--- src/hw/acs_regs.vh ---
// register offsets, field positions, reset values and timing for acs
`ifndef ACS_REGS_VH
`define ACS_REGS_VH
`define ACS_OFS_CTL_A        8'h00
`define ACS_OFS_CTL_B        8'h04
`define ACS_OFS_CONFIG_ONE_REG         8'h08
`define ACS_OFS_CONFIG_TWO_REG         8'h0C
`define ACS_OFS_SC2          8'h10
`define ACS_OFS_SC3          8'h14
`define ACS_OFS_RES_A        8'h18
`define ACS_OFS_RES_B        8'h1C
`define ACS_OFS_CV1          8'h20
`define ACS_OFS_CV2          8'h24
`define ACS_CTL_FLAG_BIT     7
`define ACS_CTL_IEN_BIT      6
`define ACS_CH_OFF           5'h1F
`define ACS_CONFIG_ONE_REG_LPC_BIT     7
`define ACS_CONFIG_ONE_REG_DIV_LSB     5
`define ACS_CONFIG_ONE_REG_LSMP_BIT    4
`define ACS_CONFIG_ONE_REG_MODE_LSB    2
`define ACS_CONFIG_ONE_REG_ICLK_LSB    0
`define ACS_CONFIG_TWO_REG_ACKEN_BIT   3
`define ACS_CONFIG_TWO_REG_HSC_BIT     2
`define ACS_CONFIG_TWO_REG_LSTS_LSB    0
`define ACS_SC2_ACT_BIT      7
`define ACS_SC2_TRG_BIT      6
`define ACS_SC2_ACFE_BIT     5
`define ACS_SC2_ACFGT_BIT    4
`define ACS_SC2_ACREN_BIT    3
`define ACS_SC3_CONT_BIT     3
`define ACS_SC3_AVERAGING_ENABLE_BIT     2
`define ACS_SC3_AVERAGING_COUNT_SELECT_LSB     0
`define ACS_MODE_8B          2'h0
`define ACS_ICLK_BUS2        2'h1
`define ACS_ICLK_ALT         2'h2
`define ACS_ICLK_ASYNC       2'h3
`define ACS_SAMPLE_BASE      8'h04
`define ACS_HSC_ADDER        8'h02
`define ACS_BCT_8B           8'h11
`define ACS_BCT_HI           8'h14
`define ACS_LST_00           8'h14
`define ACS_LST_01           8'h0C
`define ACS_LST_10           8'h06
`define ACS_LST_11           8'h02
`define ACS_SFC_BUS          8'h05
`define ACS_SFC_LONG         8'h03
`define ACS_SFC_SHORT        8'h05
`define ACS_CLK_PERIOD_NS    50
`define ACS_STARTUP_NS       5000
`define ACS_STARTUP_CYC      ((`ACS_STARTUP_NS + `ACS_CLK_PERIOD_NS - 1) / `ACS_CLK_PERIOD_NS)
`endif

--- src/hw/acs_sequencer.v ---
// conversion sequencer of a successive-approximation converter
`default_nettype none
`include "acs_regs.vh"

module acs_sequencer #(
   parameter ASYNC_DIV = 4,
   parameter RES_W     = 12
) (
   input  wire        i_core_clk,     // core clock, 20 MHz
   input  wire        i_resetn,       // async reset, active low
   input  wire [7:0]  i_addr,         // register byte address
   input  wire [31:0] i_wr_data,      // write data
   input  wire        i_wr_en,        // write strobe
   input  wire        i_rd_en,        // read strobe
   input  wire [11:0] i_analog_in,    // digitised input level
   input  wire        i_alt_clk_tick, // alternate clock source pulse
   input  wire        i_hw_trigger,   // hardware trigger level
   input  wire        i_trig_sel_a,   // trigger select, primary
   input  wire        i_trig_sel_b,   // trigger select, secondary
   input  wire        i_normal_stop,  // normal stop mode level
   input  wire        i_lp_stop,      // low-power stop mode level
   output wire [31:0] o_rd_data,      // read data, cycle after strobe
   output wire        o_irq,          // conversion complete interrupt
   output wire        o_busy,         // conversion sequence active
   output wire        o_sampling,     // input connected to sampler
   output wire        o_async_clk_on  // async generator running
);
   localparam ST_IDLE   = 3'h0;
   localparam ST_WARM   = 3'h1;
   localparam ST_FIRST  = 3'h2;
   localparam ST_SFC    = 3'h3;
   localparam ST_SAMPLE = 3'h4;
   localparam ST_CONV   = 3'h5;
   localparam integer STARTUP_CYC = `ACS_STARTUP_CYC;
   localparam [7:0]   STARTUP     = STARTUP_CYC[7:0];

   reg  [2:0]       st_reg;
   reg  [2:0]       st_next;
   reg  [7:0]       cnt_reg;
   reg  [7:0]       cnt_next;
   reg              done_step;
   reg  [1:0]       ien_reg;
   reg  [4:0]       ch_a_reg;
   reg  [4:0]       ch_b_reg;
   reg  [7:0]       config_one_reg_reg;
   reg  [3:0]       config_two_reg_reg;
   reg  [5:3]       sc2_reg;
   reg              trg_reg;
   reg  [3:0]       sc3_reg;
   reg  [RES_W-1:0] cv1_reg;
   reg  [RES_W-1:0] cv2_reg;
   reg  [RES_W-1:0] res_reg [0:1];
   reg  [1:0]       flag_reg;
   reg  [1:0]       irq_pend_reg;
   reg              act_ch_reg;
   reg  [4:0]       avg_cnt_reg;
   reg  [16:0]      acc_reg;
   reg  [11:0]      samp_reg;
   reg  [2:0]       div_reg;
   reg              half_reg;
   reg  [7:0]       async_cnt_reg;
   reg              async_on_reg;
   reg              trig_q_reg;
   reg              nstop_q_reg;
   reg              lpstop_q_reg;
   reg  [31:0]      rd_data_reg;
   reg              irq_reg;
   reg              busy_reg;
   reg              sampling_reg;
   reg  [31:0]      rd_mux;
   reg  [7:0]       lst_add;
   reg              cmp_true;

   wire       busy      = (st_reg != ST_IDLE);
   wire [1:0] iclk      = config_one_reg_reg[`ACS_CONFIG_ONE_REG_ICLK_LSB +: 2];
   wire [1:0] mode      = config_one_reg_reg[`ACS_CONFIG_ONE_REG_MODE_LSB +: 2];
   wire [1:0] divsel    = config_one_reg_reg[`ACS_CONFIG_ONE_REG_DIV_LSB +: 2];
   wire       lsmp      = config_one_reg_reg[`ACS_CONFIG_ONE_REG_LSMP_BIT];
   wire       acken     = config_two_reg_reg[`ACS_CONFIG_TWO_REG_ACKEN_BIT];
   wire       hsc       = config_two_reg_reg[`ACS_CONFIG_TWO_REG_HSC_BIT];
   wire       acfe      = sc2_reg[`ACS_SC2_ACFE_BIT];
   wire       acfgt     = sc2_reg[`ACS_SC2_ACFGT_BIT];
   wire       acren     = sc2_reg[`ACS_SC2_ACREN_BIT];
   wire       cont_en   = sc3_reg[`ACS_SC3_CONT_BIT];
   wire       avg_en    = sc3_reg[`ACS_SC3_AVERAGING_ENABLE_BIT];
   wire [1:0] averaging_count_select      = sc3_reg[`ACS_SC3_AVERAGING_COUNT_SELECT_LSB +: 2];
   wire       async_sel = (iclk == `ACS_ICLK_ASYNC);

   // register write decode
   wire wr_ctl_a = i_wr_en && (i_addr == `ACS_OFS_CTL_A);
   wire wr_ctl_b = i_wr_en && (i_addr == `ACS_OFS_CTL_B);
   wire wr_other = i_wr_en && ((i_addr == `ACS_OFS_CONFIG_ONE_REG) ||
                   (i_addr == `ACS_OFS_CONFIG_TWO_REG) || (i_addr == `ACS_OFS_SC2) ||
                   (i_addr == `ACS_OFS_SC3) || (i_addr == `ACS_OFS_CV1) ||
                   (i_addr == `ACS_OFS_CV2) || (i_addr == `ACS_OFS_RES_A) ||
                   (i_addr == `ACS_OFS_RES_B));
   wire rd_res_a = i_rd_en && (i_addr == `ACS_OFS_RES_A);
   wire rd_res_b = i_rd_en && (i_addr == `ACS_OFS_RES_B);

   // power-mode entries
   wire lp_entry = i_lp_stop && !lpstop_q_reg;
   wire ns_entry = i_normal_stop && !nstop_q_reg && !async_sel &&
                   (iclk != `ACS_ICLK_ALT);
   wire hard_abort = lp_entry;
   wire soft_abort = busy && ((wr_ctl_a && !act_ch_reg) ||
                     (wr_ctl_b && act_ch_reg) ||
                     wr_other || ns_entry);

   // starts: software on primary only, hardware by active select
   wire sw_start = wr_ctl_a && !trg_reg &&
                   (i_wr_data[4:0] != `ACS_CH_OFF);
   wire trig_rise = i_hw_trigger && !trig_q_reg;
   wire hw_start = trg_reg && trig_rise && !busy &&
                   (i_trig_sel_a || i_trig_sel_b);
   wire start_ch = sw_start ? 1'b0 : !i_trig_sel_a;
   wire start = sw_start || hw_start;
   wire async_cold = async_sel && !acken;

   // conversion clock: selected source divided by 1, 2, 4 or 8
   wire async_tick = async_on_reg &&
                     (async_cnt_reg == ASYNC_DIV[7:0] - 8'h01);
   wire src_tick = (iclk == `ACS_ICLK_ASYNC) ? async_tick :
                   (iclk == `ACS_ICLK_ALT)   ? i_alt_clk_tick :
                   (iclk == `ACS_ICLK_BUS2)  ? half_reg : 1'b1;
   wire [2:0] div_mask = (3'h1 << divsel) - 3'h1;
   wire conversion_clock_tick = busy && src_tick &&
                    ((div_reg & div_mask) == div_mask);

   // per-configuration cycle budget
   always @* begin
      case (config_two_reg_reg[`ACS_CONFIG_TWO_REG_LSTS_LSB +: 2])
         2'h0:    lst_add = `ACS_LST_00;
         2'h1:    lst_add = `ACS_LST_01;
         2'h2:    lst_add = `ACS_LST_10;
         default: lst_add = `ACS_LST_11;
      endcase
      if (!lsmp) begin
         lst_add = 8'h00;
      end
   end
   wire [7:0] hsc_add  = hsc ? `ACS_HSC_ADDER : 8'h00;
   wire [7:0] samp_len = `ACS_SAMPLE_BASE + lst_add + hsc_add;
   wire [7:0] base_conversion_time = (mode == `ACS_MODE_8B) ? `ACS_BCT_8B :
                    `ACS_BCT_HI;
   wire [7:0] conv_len = base_conversion_time - `ACS_SAMPLE_BASE;
   wire [7:0] sfc_ck = lsmp ? `ACS_SFC_LONG : `ACS_SFC_SHORT;
   wire [4:0] avg_last = (5'h04 << averaging_count_select) - 5'h01;
   wire more_avg = avg_en && (avg_cnt_reg != avg_last);
   wire more = more_avg || cont_en;

   // result shaping, averaging and compare
   wire [11:0] conv_val = (mode == `ACS_MODE_8B) ? {4'h0, samp_reg[11:4]} :
                          (mode == 2'h2) ? {2'h0, samp_reg[11:2]} :
                          samp_reg;
   wire [16:0] acc_sum = acc_reg + {5'h00, conv_val};
   wire [16:0] avg_shift = acc_sum >> ({1'b0, averaging_count_select} + 3'h2);
   wire [11:0] final_val = avg_en ? avg_shift[11:0] : conv_val;
   always @* begin
      if (!acren) begin
         cmp_true = acfgt ? (final_val >= cv1_reg) : (final_val < cv1_reg);
      end else if (cv1_reg <= cv2_reg) begin
         cmp_true = acfgt ?
            ((final_val >= cv1_reg) && (final_val <= cv2_reg)) :
            ((final_val < cv1_reg) || (final_val > cv2_reg));
      end else begin
         cmp_true = acfgt ?
            ((final_val >= cv1_reg) || (final_val <= cv2_reg)) :
            ((final_val < cv1_reg) && (final_val > cv2_reg));
      end
   end
   wire finish = done_step && !more_avg;
   wire store = finish && (!acfe || cmp_true);

   // sequencing
   always @* begin
      st_next = st_reg;
      cnt_next = cnt_reg;
      done_step = 1'b0;
      if (hard_abort) begin
         st_next = ST_IDLE;
      end else if (start) begin
         if (async_cold) begin
            st_next = ST_WARM;
            cnt_next = STARTUP;
         end else begin
            st_next = ST_FIRST;
            cnt_next = `ACS_SFC_BUS;
         end
      end else if (soft_abort) begin
         st_next = ST_IDLE;
      end else begin
         case (st_reg)
            ST_IDLE: begin
               st_next = ST_IDLE;
            end
            ST_WARM: begin
               cnt_next = cnt_reg - 8'h01;
               if (cnt_reg == 8'h01) begin
                  st_next = ST_FIRST;
                  cnt_next = `ACS_SFC_BUS;
               end
            end
            ST_FIRST: begin
               cnt_next = cnt_reg - 8'h01;
               if (cnt_reg == 8'h01) begin
                  st_next = ST_SFC;
                  cnt_next = sfc_ck;
               end
            end
            ST_SFC: begin
               if (conversion_clock_tick) begin
                  cnt_next = cnt_reg - 8'h01;
                  if (cnt_reg == 8'h01) begin
                     st_next = ST_SAMPLE;
                     cnt_next = samp_len;
                  end
               end
            end
            ST_SAMPLE: begin
               if (conversion_clock_tick) begin
                  cnt_next = cnt_reg - 8'h01;
                  if (cnt_reg == 8'h01) begin
                     st_next = ST_CONV;
                     cnt_next = conv_len;
                  end
               end
            end
            ST_CONV: begin
               if (conversion_clock_tick) begin
                  cnt_next = cnt_reg - 8'h01;
                  if (cnt_reg == 8'h01) begin
                     done_step = 1'b1;
                     st_next = more ? ST_SAMPLE : ST_IDLE;
                     cnt_next = samp_len;
                  end
               end
            end
            default: begin
               st_next = ST_IDLE;
            end
         endcase
      end
   end

   always @(posedge i_core_clk or negedge i_resetn) begin
      if (!i_resetn) begin
         st_reg <= ST_IDLE;
         cnt_reg <= 8'h00;
         act_ch_reg <= 1'b0;
         avg_cnt_reg <= 5'h00;
         acc_reg <= 17'h00000;
         samp_reg <= 12'h000;
         div_reg <= 3'h0;
         half_reg <= 1'b0;
         busy_reg <= 1'b0;
         sampling_reg <= 1'b0;
      end else begin
         st_reg <= st_next;
         cnt_reg <= cnt_next;
         busy_reg <= (st_next != ST_IDLE);
         sampling_reg <= (st_next == ST_SAMPLE);
         half_reg <= busy ? !half_reg : 1'b0;
         if (!busy) begin
            div_reg <= 3'h0;
         end else if (src_tick) begin
            div_reg <= div_reg + 3'h1;
         end
         if (st_reg == ST_SAMPLE && conversion_clock_tick && cnt_reg == 8'h01) begin
            samp_reg <= i_analog_in;
         end
         if (start) begin
            act_ch_reg <= start_ch;
            avg_cnt_reg <= 5'h00;
            acc_reg <= 17'h00000;
         end else if (done_step) begin
            if (more_avg) begin
               acc_reg <= acc_sum;
               avg_cnt_reg <= avg_cnt_reg + 5'h01;
            end else begin
               acc_reg <= 17'h00000;
               avg_cnt_reg <= 5'h00;
            end
         end
      end
   end

   // async clock generator: idle unless needed or kept on
   always @(posedge i_core_clk or negedge i_resetn) begin
      if (!i_resetn) begin
         async_on_reg <= 1'b0;
         async_cnt_reg <= 8'h00;
      end else begin
         async_on_reg <= acken || (async_sel && (st_next != ST_IDLE));
         if (!async_on_reg || async_tick) begin
            async_cnt_reg <= 8'h00;
         end else begin
            async_cnt_reg <= async_cnt_reg + 8'h01;
         end
      end
   end

   // per-channel result, flag and interrupt
   genvar gi;
   generate
      for (gi = 0; gi < 2; gi = gi + 1) begin : g_ch
         wire hit = store && (act_ch_reg == gi);
         wire wr_ctl = (gi == 0) ? wr_ctl_a : wr_ctl_b;
         wire rd_res = (gi == 0) ? rd_res_a : rd_res_b;
         always @(posedge i_core_clk or negedge i_resetn) begin
            if (!i_resetn) begin
               res_reg[gi] <= {RES_W{1'b0}};
               flag_reg[gi] <= 1'b0;
               irq_pend_reg[gi] <= 1'b0;
            end else begin
               if (hard_abort) begin
                  res_reg[gi] <= {RES_W{1'b0}};
               end else if (hit) begin
                  res_reg[gi] <= final_val[RES_W-1:0];
               end
               if (hit) begin
                  flag_reg[gi] <= 1'b1;
                  irq_pend_reg[gi] <= ien_reg[gi];
               end else if (wr_ctl || rd_res) begin
                  flag_reg[gi] <= 1'b0;
                  irq_pend_reg[gi] <= 1'b0;
               end
            end
         end
      end
   endgenerate

   // software registers
   always @(posedge i_core_clk or negedge i_resetn) begin
      if (!i_resetn) begin
         ien_reg <= 2'h0;
         ch_a_reg <= `ACS_CH_OFF;
         ch_b_reg <= `ACS_CH_OFF;
         config_one_reg_reg <= 8'h00;
         config_two_reg_reg <= 4'h0;
         sc2_reg <= 3'h0;
         trg_reg <= 1'b0;
         sc3_reg <= 4'h0;
         cv1_reg <= {RES_W{1'b0}};
         cv2_reg <= {RES_W{1'b0}};
         trig_q_reg <= 1'b0;
         nstop_q_reg <= 1'b0;
         lpstop_q_reg <= 1'b0;
      end else begin
         trig_q_reg <= i_hw_trigger;
         nstop_q_reg <= i_normal_stop;
         lpstop_q_reg <= i_lp_stop;
         if (wr_ctl_a) begin
            ien_reg[0] <= i_wr_data[`ACS_CTL_IEN_BIT];
            ch_a_reg <= i_wr_data[4:0];
         end
         if (wr_ctl_b) begin
            ien_reg[1] <= i_wr_data[`ACS_CTL_IEN_BIT];
            ch_b_reg <= i_wr_data[4:0];
         end
         if (i_wr_en) begin
            case (i_addr)
               `ACS_OFS_CONFIG_ONE_REG: config_one_reg_reg <= i_wr_data[7:0];
               `ACS_OFS_CONFIG_TWO_REG: config_two_reg_reg <= i_wr_data[3:0];
               `ACS_OFS_SC2: begin
                  sc2_reg <= i_wr_data[5:3];
                  trg_reg <= i_wr_data[`ACS_SC2_TRG_BIT];
               end
               `ACS_OFS_SC3: sc3_reg <= i_wr_data[3:0];
               `ACS_OFS_CV1: cv1_reg <= i_wr_data[RES_W-1:0];
               `ACS_OFS_CV2: cv2_reg <= i_wr_data[RES_W-1:0];
               default: begin
               end
            endcase
         end
      end
   end

   // read path
   always @* begin
      rd_mux = 32'h00000000;
      case (i_addr)
         `ACS_OFS_CTL_A: rd_mux = {24'h000000, flag_reg[0], ien_reg[0],
                                   1'b0, ch_a_reg};
         `ACS_OFS_CTL_B: rd_mux = {24'h000000, flag_reg[1], ien_reg[1],
                                   1'b0, ch_b_reg};
         `ACS_OFS_CONFIG_ONE_REG:  rd_mux = {24'h000000, config_one_reg_reg};
         `ACS_OFS_CONFIG_TWO_REG:  rd_mux = {28'h0000000, config_two_reg_reg};
         `ACS_OFS_SC2:   rd_mux = {24'h000000, busy, trg_reg, sc2_reg, 3'h0};
         `ACS_OFS_SC3:   rd_mux = {28'h0000000, sc3_reg};
         `ACS_OFS_RES_A: rd_mux = {{(32-RES_W){1'b0}}, res_reg[0]};
         `ACS_OFS_RES_B: rd_mux = {{(32-RES_W){1'b0}}, res_reg[1]};
         `ACS_OFS_CV1:   rd_mux = {{(32-RES_W){1'b0}}, cv1_reg};
         `ACS_OFS_CV2:   rd_mux = {{(32-RES_W){1'b0}}, cv2_reg};
         default:        rd_mux = 32'h00000000;
      endcase
   end

   always @(posedge i_core_clk or negedge i_resetn) begin
      if (!i_resetn) begin
         rd_data_reg <= 32'h00000000;
         irq_reg <= 1'b0;
      end else begin
         rd_data_reg <= i_rd_en ? rd_mux : 32'h00000000;
         irq_reg <= |irq_pend_reg;
      end
   end

   assign o_rd_data = rd_data_reg;
   assign o_irq = irq_reg;
   assign o_busy = busy_reg;
   assign o_sampling = sampling_reg;
   assign o_async_clk_on = async_on_reg;
endmodule
`default_nettype wire

--- config.mk ---
export PLATFORM = sky130hd
export DESIGN_NAME = acs_sequencer
export DESIGN_NICKNAME = d
export VERILOG_FILES = /design/src/hw/acs_sequencer.v
export VERILOG_INCLUDE_DIRS = /design/src /design/src/hw
export SDC_FILE = /design/constraint.sdc
export NUM_CORES = 1
export LEC_CHECK = 0
export ABC_AREA = 1
export BUFFER_PORTS_ARGS = -buffer_cell sky130_fd_sc_hd__buf_2
export CAP_MARGIN = 0
export CORE_MARGIN = 2
export CORE_UTILIZATION = 55
export DETAILED_ROUTE_END_ITERATION = 8
export GPL_ROUTABILITY_DRIVEN = 0
export GPL_TIMING_DRIVEN = 1
export PLACE_DENSITY = 0.85
export SLEW_MARGIN = 15
export SYNTH_ARGS = -nofsm -noshare
export SYNTH_HDL_FRONTEND = slang
export SYNTH_SLANG_ARGS = --single-unit
--- constraint.sdc ---
create_clock -name i_core_clk -period 3.95 [get_ports i_core_clk]
set_input_delay 0.5925 -clock i_core_clk [delete_from_list [all_inputs] [get_ports i_core_clk]]
set_output_delay 0.5925 -clock i_core_clk [all_outputs]
set_load 0.03 [all_outputs]
==> impl_metrics.toml <==
[floorplanning]
die_y_um = 142
core.rowCount = 50
floorplan.core_area_um2 = 18700
dieArea_um2 = 20200
initial_utilization_pct = 56.1
die_w_um = 142
boundaryPins = 98

[sta]
maxSlewViolCount = 0
finalSetupViolations = 28
worst_hold_slack_ns = 0.111
finalWorstSetupSlack_ns = -1.35
worst-slew-pin-transition_ns = 0.927
worst_clock_skew_ns = 0.0117
total_count_of_hold_check_failures_in_the_final_report = 0
max_slew_margin_pct = 37.8
post-route-period-util_pct = 134
achievable-frequency_ghz = 0.189
rsz0062_at_grt = "yes"
fin_crit_ns = 5.30

[grt]
met2_usage_pct = 55.3
first_global_vias = 10692
global_route.usage.met1_pct = 40.2
grt_overflow = 0
grt_util_all_layers_pct = 33.6
grt_first_pass_wirelength_um = 53200
pin_count_of_the_biggest_net_entering_global_routing = 64
groute.layer.met3.usage_pct = 7.94
busiest_layer_in_global_routing = "met2"
number_of_antenna_violations_at_the_first_check_in_global_routing = 1

[setup_path]
timing.critical_path.slowest_stage_cell = "sky130_fd_sc_hd__dfrtp_2"
required_ns = 4.30
arrival_ns = 5.65
critical_path.max_stage_delay_ns = 0.49
worstSetupStartpointType = "register"
worst_path_max_fanout = 6
timing.setup.critical_path_class = "register to register"
crit_path_end_kind = "register"

[placed_design]
post-place-cells = 1736
dpl_cell_area_um2 = 11400
detailedPlacementHpwl_um = 21600
io_buffer_count = 57

[final_layout]
final_core_util_pct = 72.5
fill_cells = 1148
layout.cell_area.non_filler_um2 = 13600
final_cell_mix = "sky130_fd_sc_hd__nand2_1, sky130_fd_sc_hd__inv_1, sky130_fd_sc_hd__dfrtp_1, sky130_fd_sc_hd__buf_4, sky130_fd_sc_hd__nand3_1"
fraction_of_final_layout_cells_with_drive_strength_greater_than_1_pct = 31.1
areaGrowthSynthToFinish_pct = 29.2
nNetsFinal = 1670
largest_reg_flops = 24
final_common_cell = "sky130_fd_sc_hd__nand2_1"
final_cells = 1799

[synthesis]
yosys_warnings = 0
ys_seq_elements = 161
ys.flop_type = "sky130_fd_sc_hd__dfrtp_1"
async_flop_share_pct = 100
synth_edf_count = 0
synthesis.area_per_instance_um2 = 7.42
syn-instance-count = 1414
yosys.cell_types.count = 60
syn_area_um2 = 10500
ys_seq_area_share_pct = 38.5

[clocking]
worst_skew_pair.late_latency_ns = 0.46
clock_tree.htree_level_count = 4
cts.root.buffer_cell = "sky130_fd_sc_hd__clkbuf_16"
cts_made_buffers = 17
clkTransAtPathRegs_ns = 0.07
cts.sinks = 161
clock_path_buffers = 2
cts_hold_repair.buffers = 0
cts_tree = "yes"

[run]
number_of_violations_of_the_max_capacitance_limit = 0

[pwr]
design_power_total_mw = 5.06
vdd_drop_max_v = 0.000368
leakagePower_nw = 6.77
power_density_nw_per_um2 = 374

[route]
vias = 11787
final_antenna_net_count = 0
detail_route.vias_per_cell = 6.55
finalWirelength_um = 39300
wl_per_cell_um = 21.9
drtIter0Drc = 2091
remaining_drc_errors = 0
first_pass_iters = 7

[run_status]
failed_checks = "negative setup slack"
status = "finished, violations left"

[hold_path]
holdCritPathClass = "input port to async pin"
final timing paths:
| path | cells after the start | slack (ns) | end | start |
|---|---|---|---|---|
| setup reg to reg | 34 | -1.35 | res_reg[15] | config_one_reg_reg[2] |
| min in group i_core_clk | 1 | 0.26 | nstop_q_reg | i_normal_stop |
| hold / removal | 1 | 0.11 | cv1_reg[0] | i_resetn |
| hold reg to reg | 1 | 0.44 | half_reg | half_reg |
| max in group asynchronous | 2 | 2.78 | config_one_reg_reg[2] | i_resetn |
| setup / recovery | 34 | -1.35 | res_reg[15] | config_one_reg_reg[2] |
layout make-up:
cell class | instances | area (um^2) | area share (%)
clock buffers | 18 | 429 | 3.17
diodes | 1 | 2.50 | 0.0185
well taps | 234 | 293 | 2.16
inverters | 211 | 816 | 6.02
clock inverters | 14 | 170 | 1.26
multi-input cells | 1006 | 6650 | 49.1
repair buffers | 154 | 1150 | 8.48
flip-flops and latches | 161 | 4040 | 29.8
kinds of logic (layout without fill, tap and decap cells):
kind of cell	Yosys count	count (layout)	share of synthesized area, %
simple gates	698	700	30.0
mux	12	12	1.29
other cells	1	21	0.0357
xor+xnor	7	7	0.584
buf+inv	268	397	10.8
flops	161	161	38.5
fa+ha+maj	57	57	6.87
compound gates	210	210	11.9
critical path, delay by kind of cell, from the launching register on:
kind,cells,cell delay (ns)
AO/OA/AOI/OAI,3,0.55
flip-flops,1,0.49
AND/OR/NAND/NOR,21,2.63
adder cells (fa/ha/maj),2,0.59
buffers and inverters,8,0.90
layer usage:
| layer | wire length, um | vias to the layer above |
|---|---|---|
| met2 | 17900 | 1073 |
| met4 | 3480 | 0 |
| met1 | 13000 | 5433 |
| met3 | 4920 | 385 |
| li1 | - | 4896 |
| met5 | 0 | - |
stage by stage:
step	TNS, ns	setup slack (ns)
2_1_floorplan	0	0.00676
3_3_place_gp	-14.48	-0.543
3_5_place_dp	-19.76	-0.757
4_1_cts	-9.08	-0.355
5_1_grt	-33.17	-1.37
6_report	-31.50	-1.35
report_power, final:
group | total [mW] | internal, mW | switching, mW
logic | 1.52 | 0.558 | 0.960
clock network | 1.72 | 0.903 | 0.817
registers | 1.83 | 1.74 | 0.0899
timing repair:
item	CTS	global route
pin swaps	53	75
buffers inserted	15	11
endpoints found under the setup margin	28	28
gates cloned	4	1
gates resized for setup	147	135
synthesized netlist by cell type (all sizes together) (4+ instances only):
library cell / n / share of area [%]
buf: 36 / 2.4
ha: 56 / 6.7
a22o: 10 / 0.83
dfrtp: 151 / 36
dfstp: 10 / 2.5
clkinv: 4 / 0.17
nand4: 21 / 1.4
and2: 4 / 0.24
o21ai: 94 / 4.5
or2: 7 / 0.42
nand2: 389 / 14
inv: 207 / 7.4
mux2: 12 / 1.3
nand3: 148 / 7.5
and3: 4 / 0.24
a221oi: 12 / 1.0
a41oi: 7 / 0.58
a21oi: 47 / 2.3
xor2: 5 / 0.42
nor2: 101 / 4.2
o22ai: 23 / 1.4
clkbuf: 21 / 0.82
nor3: 20 / 1.2
No activity file was read; power rests on OpenSTA's default activity.
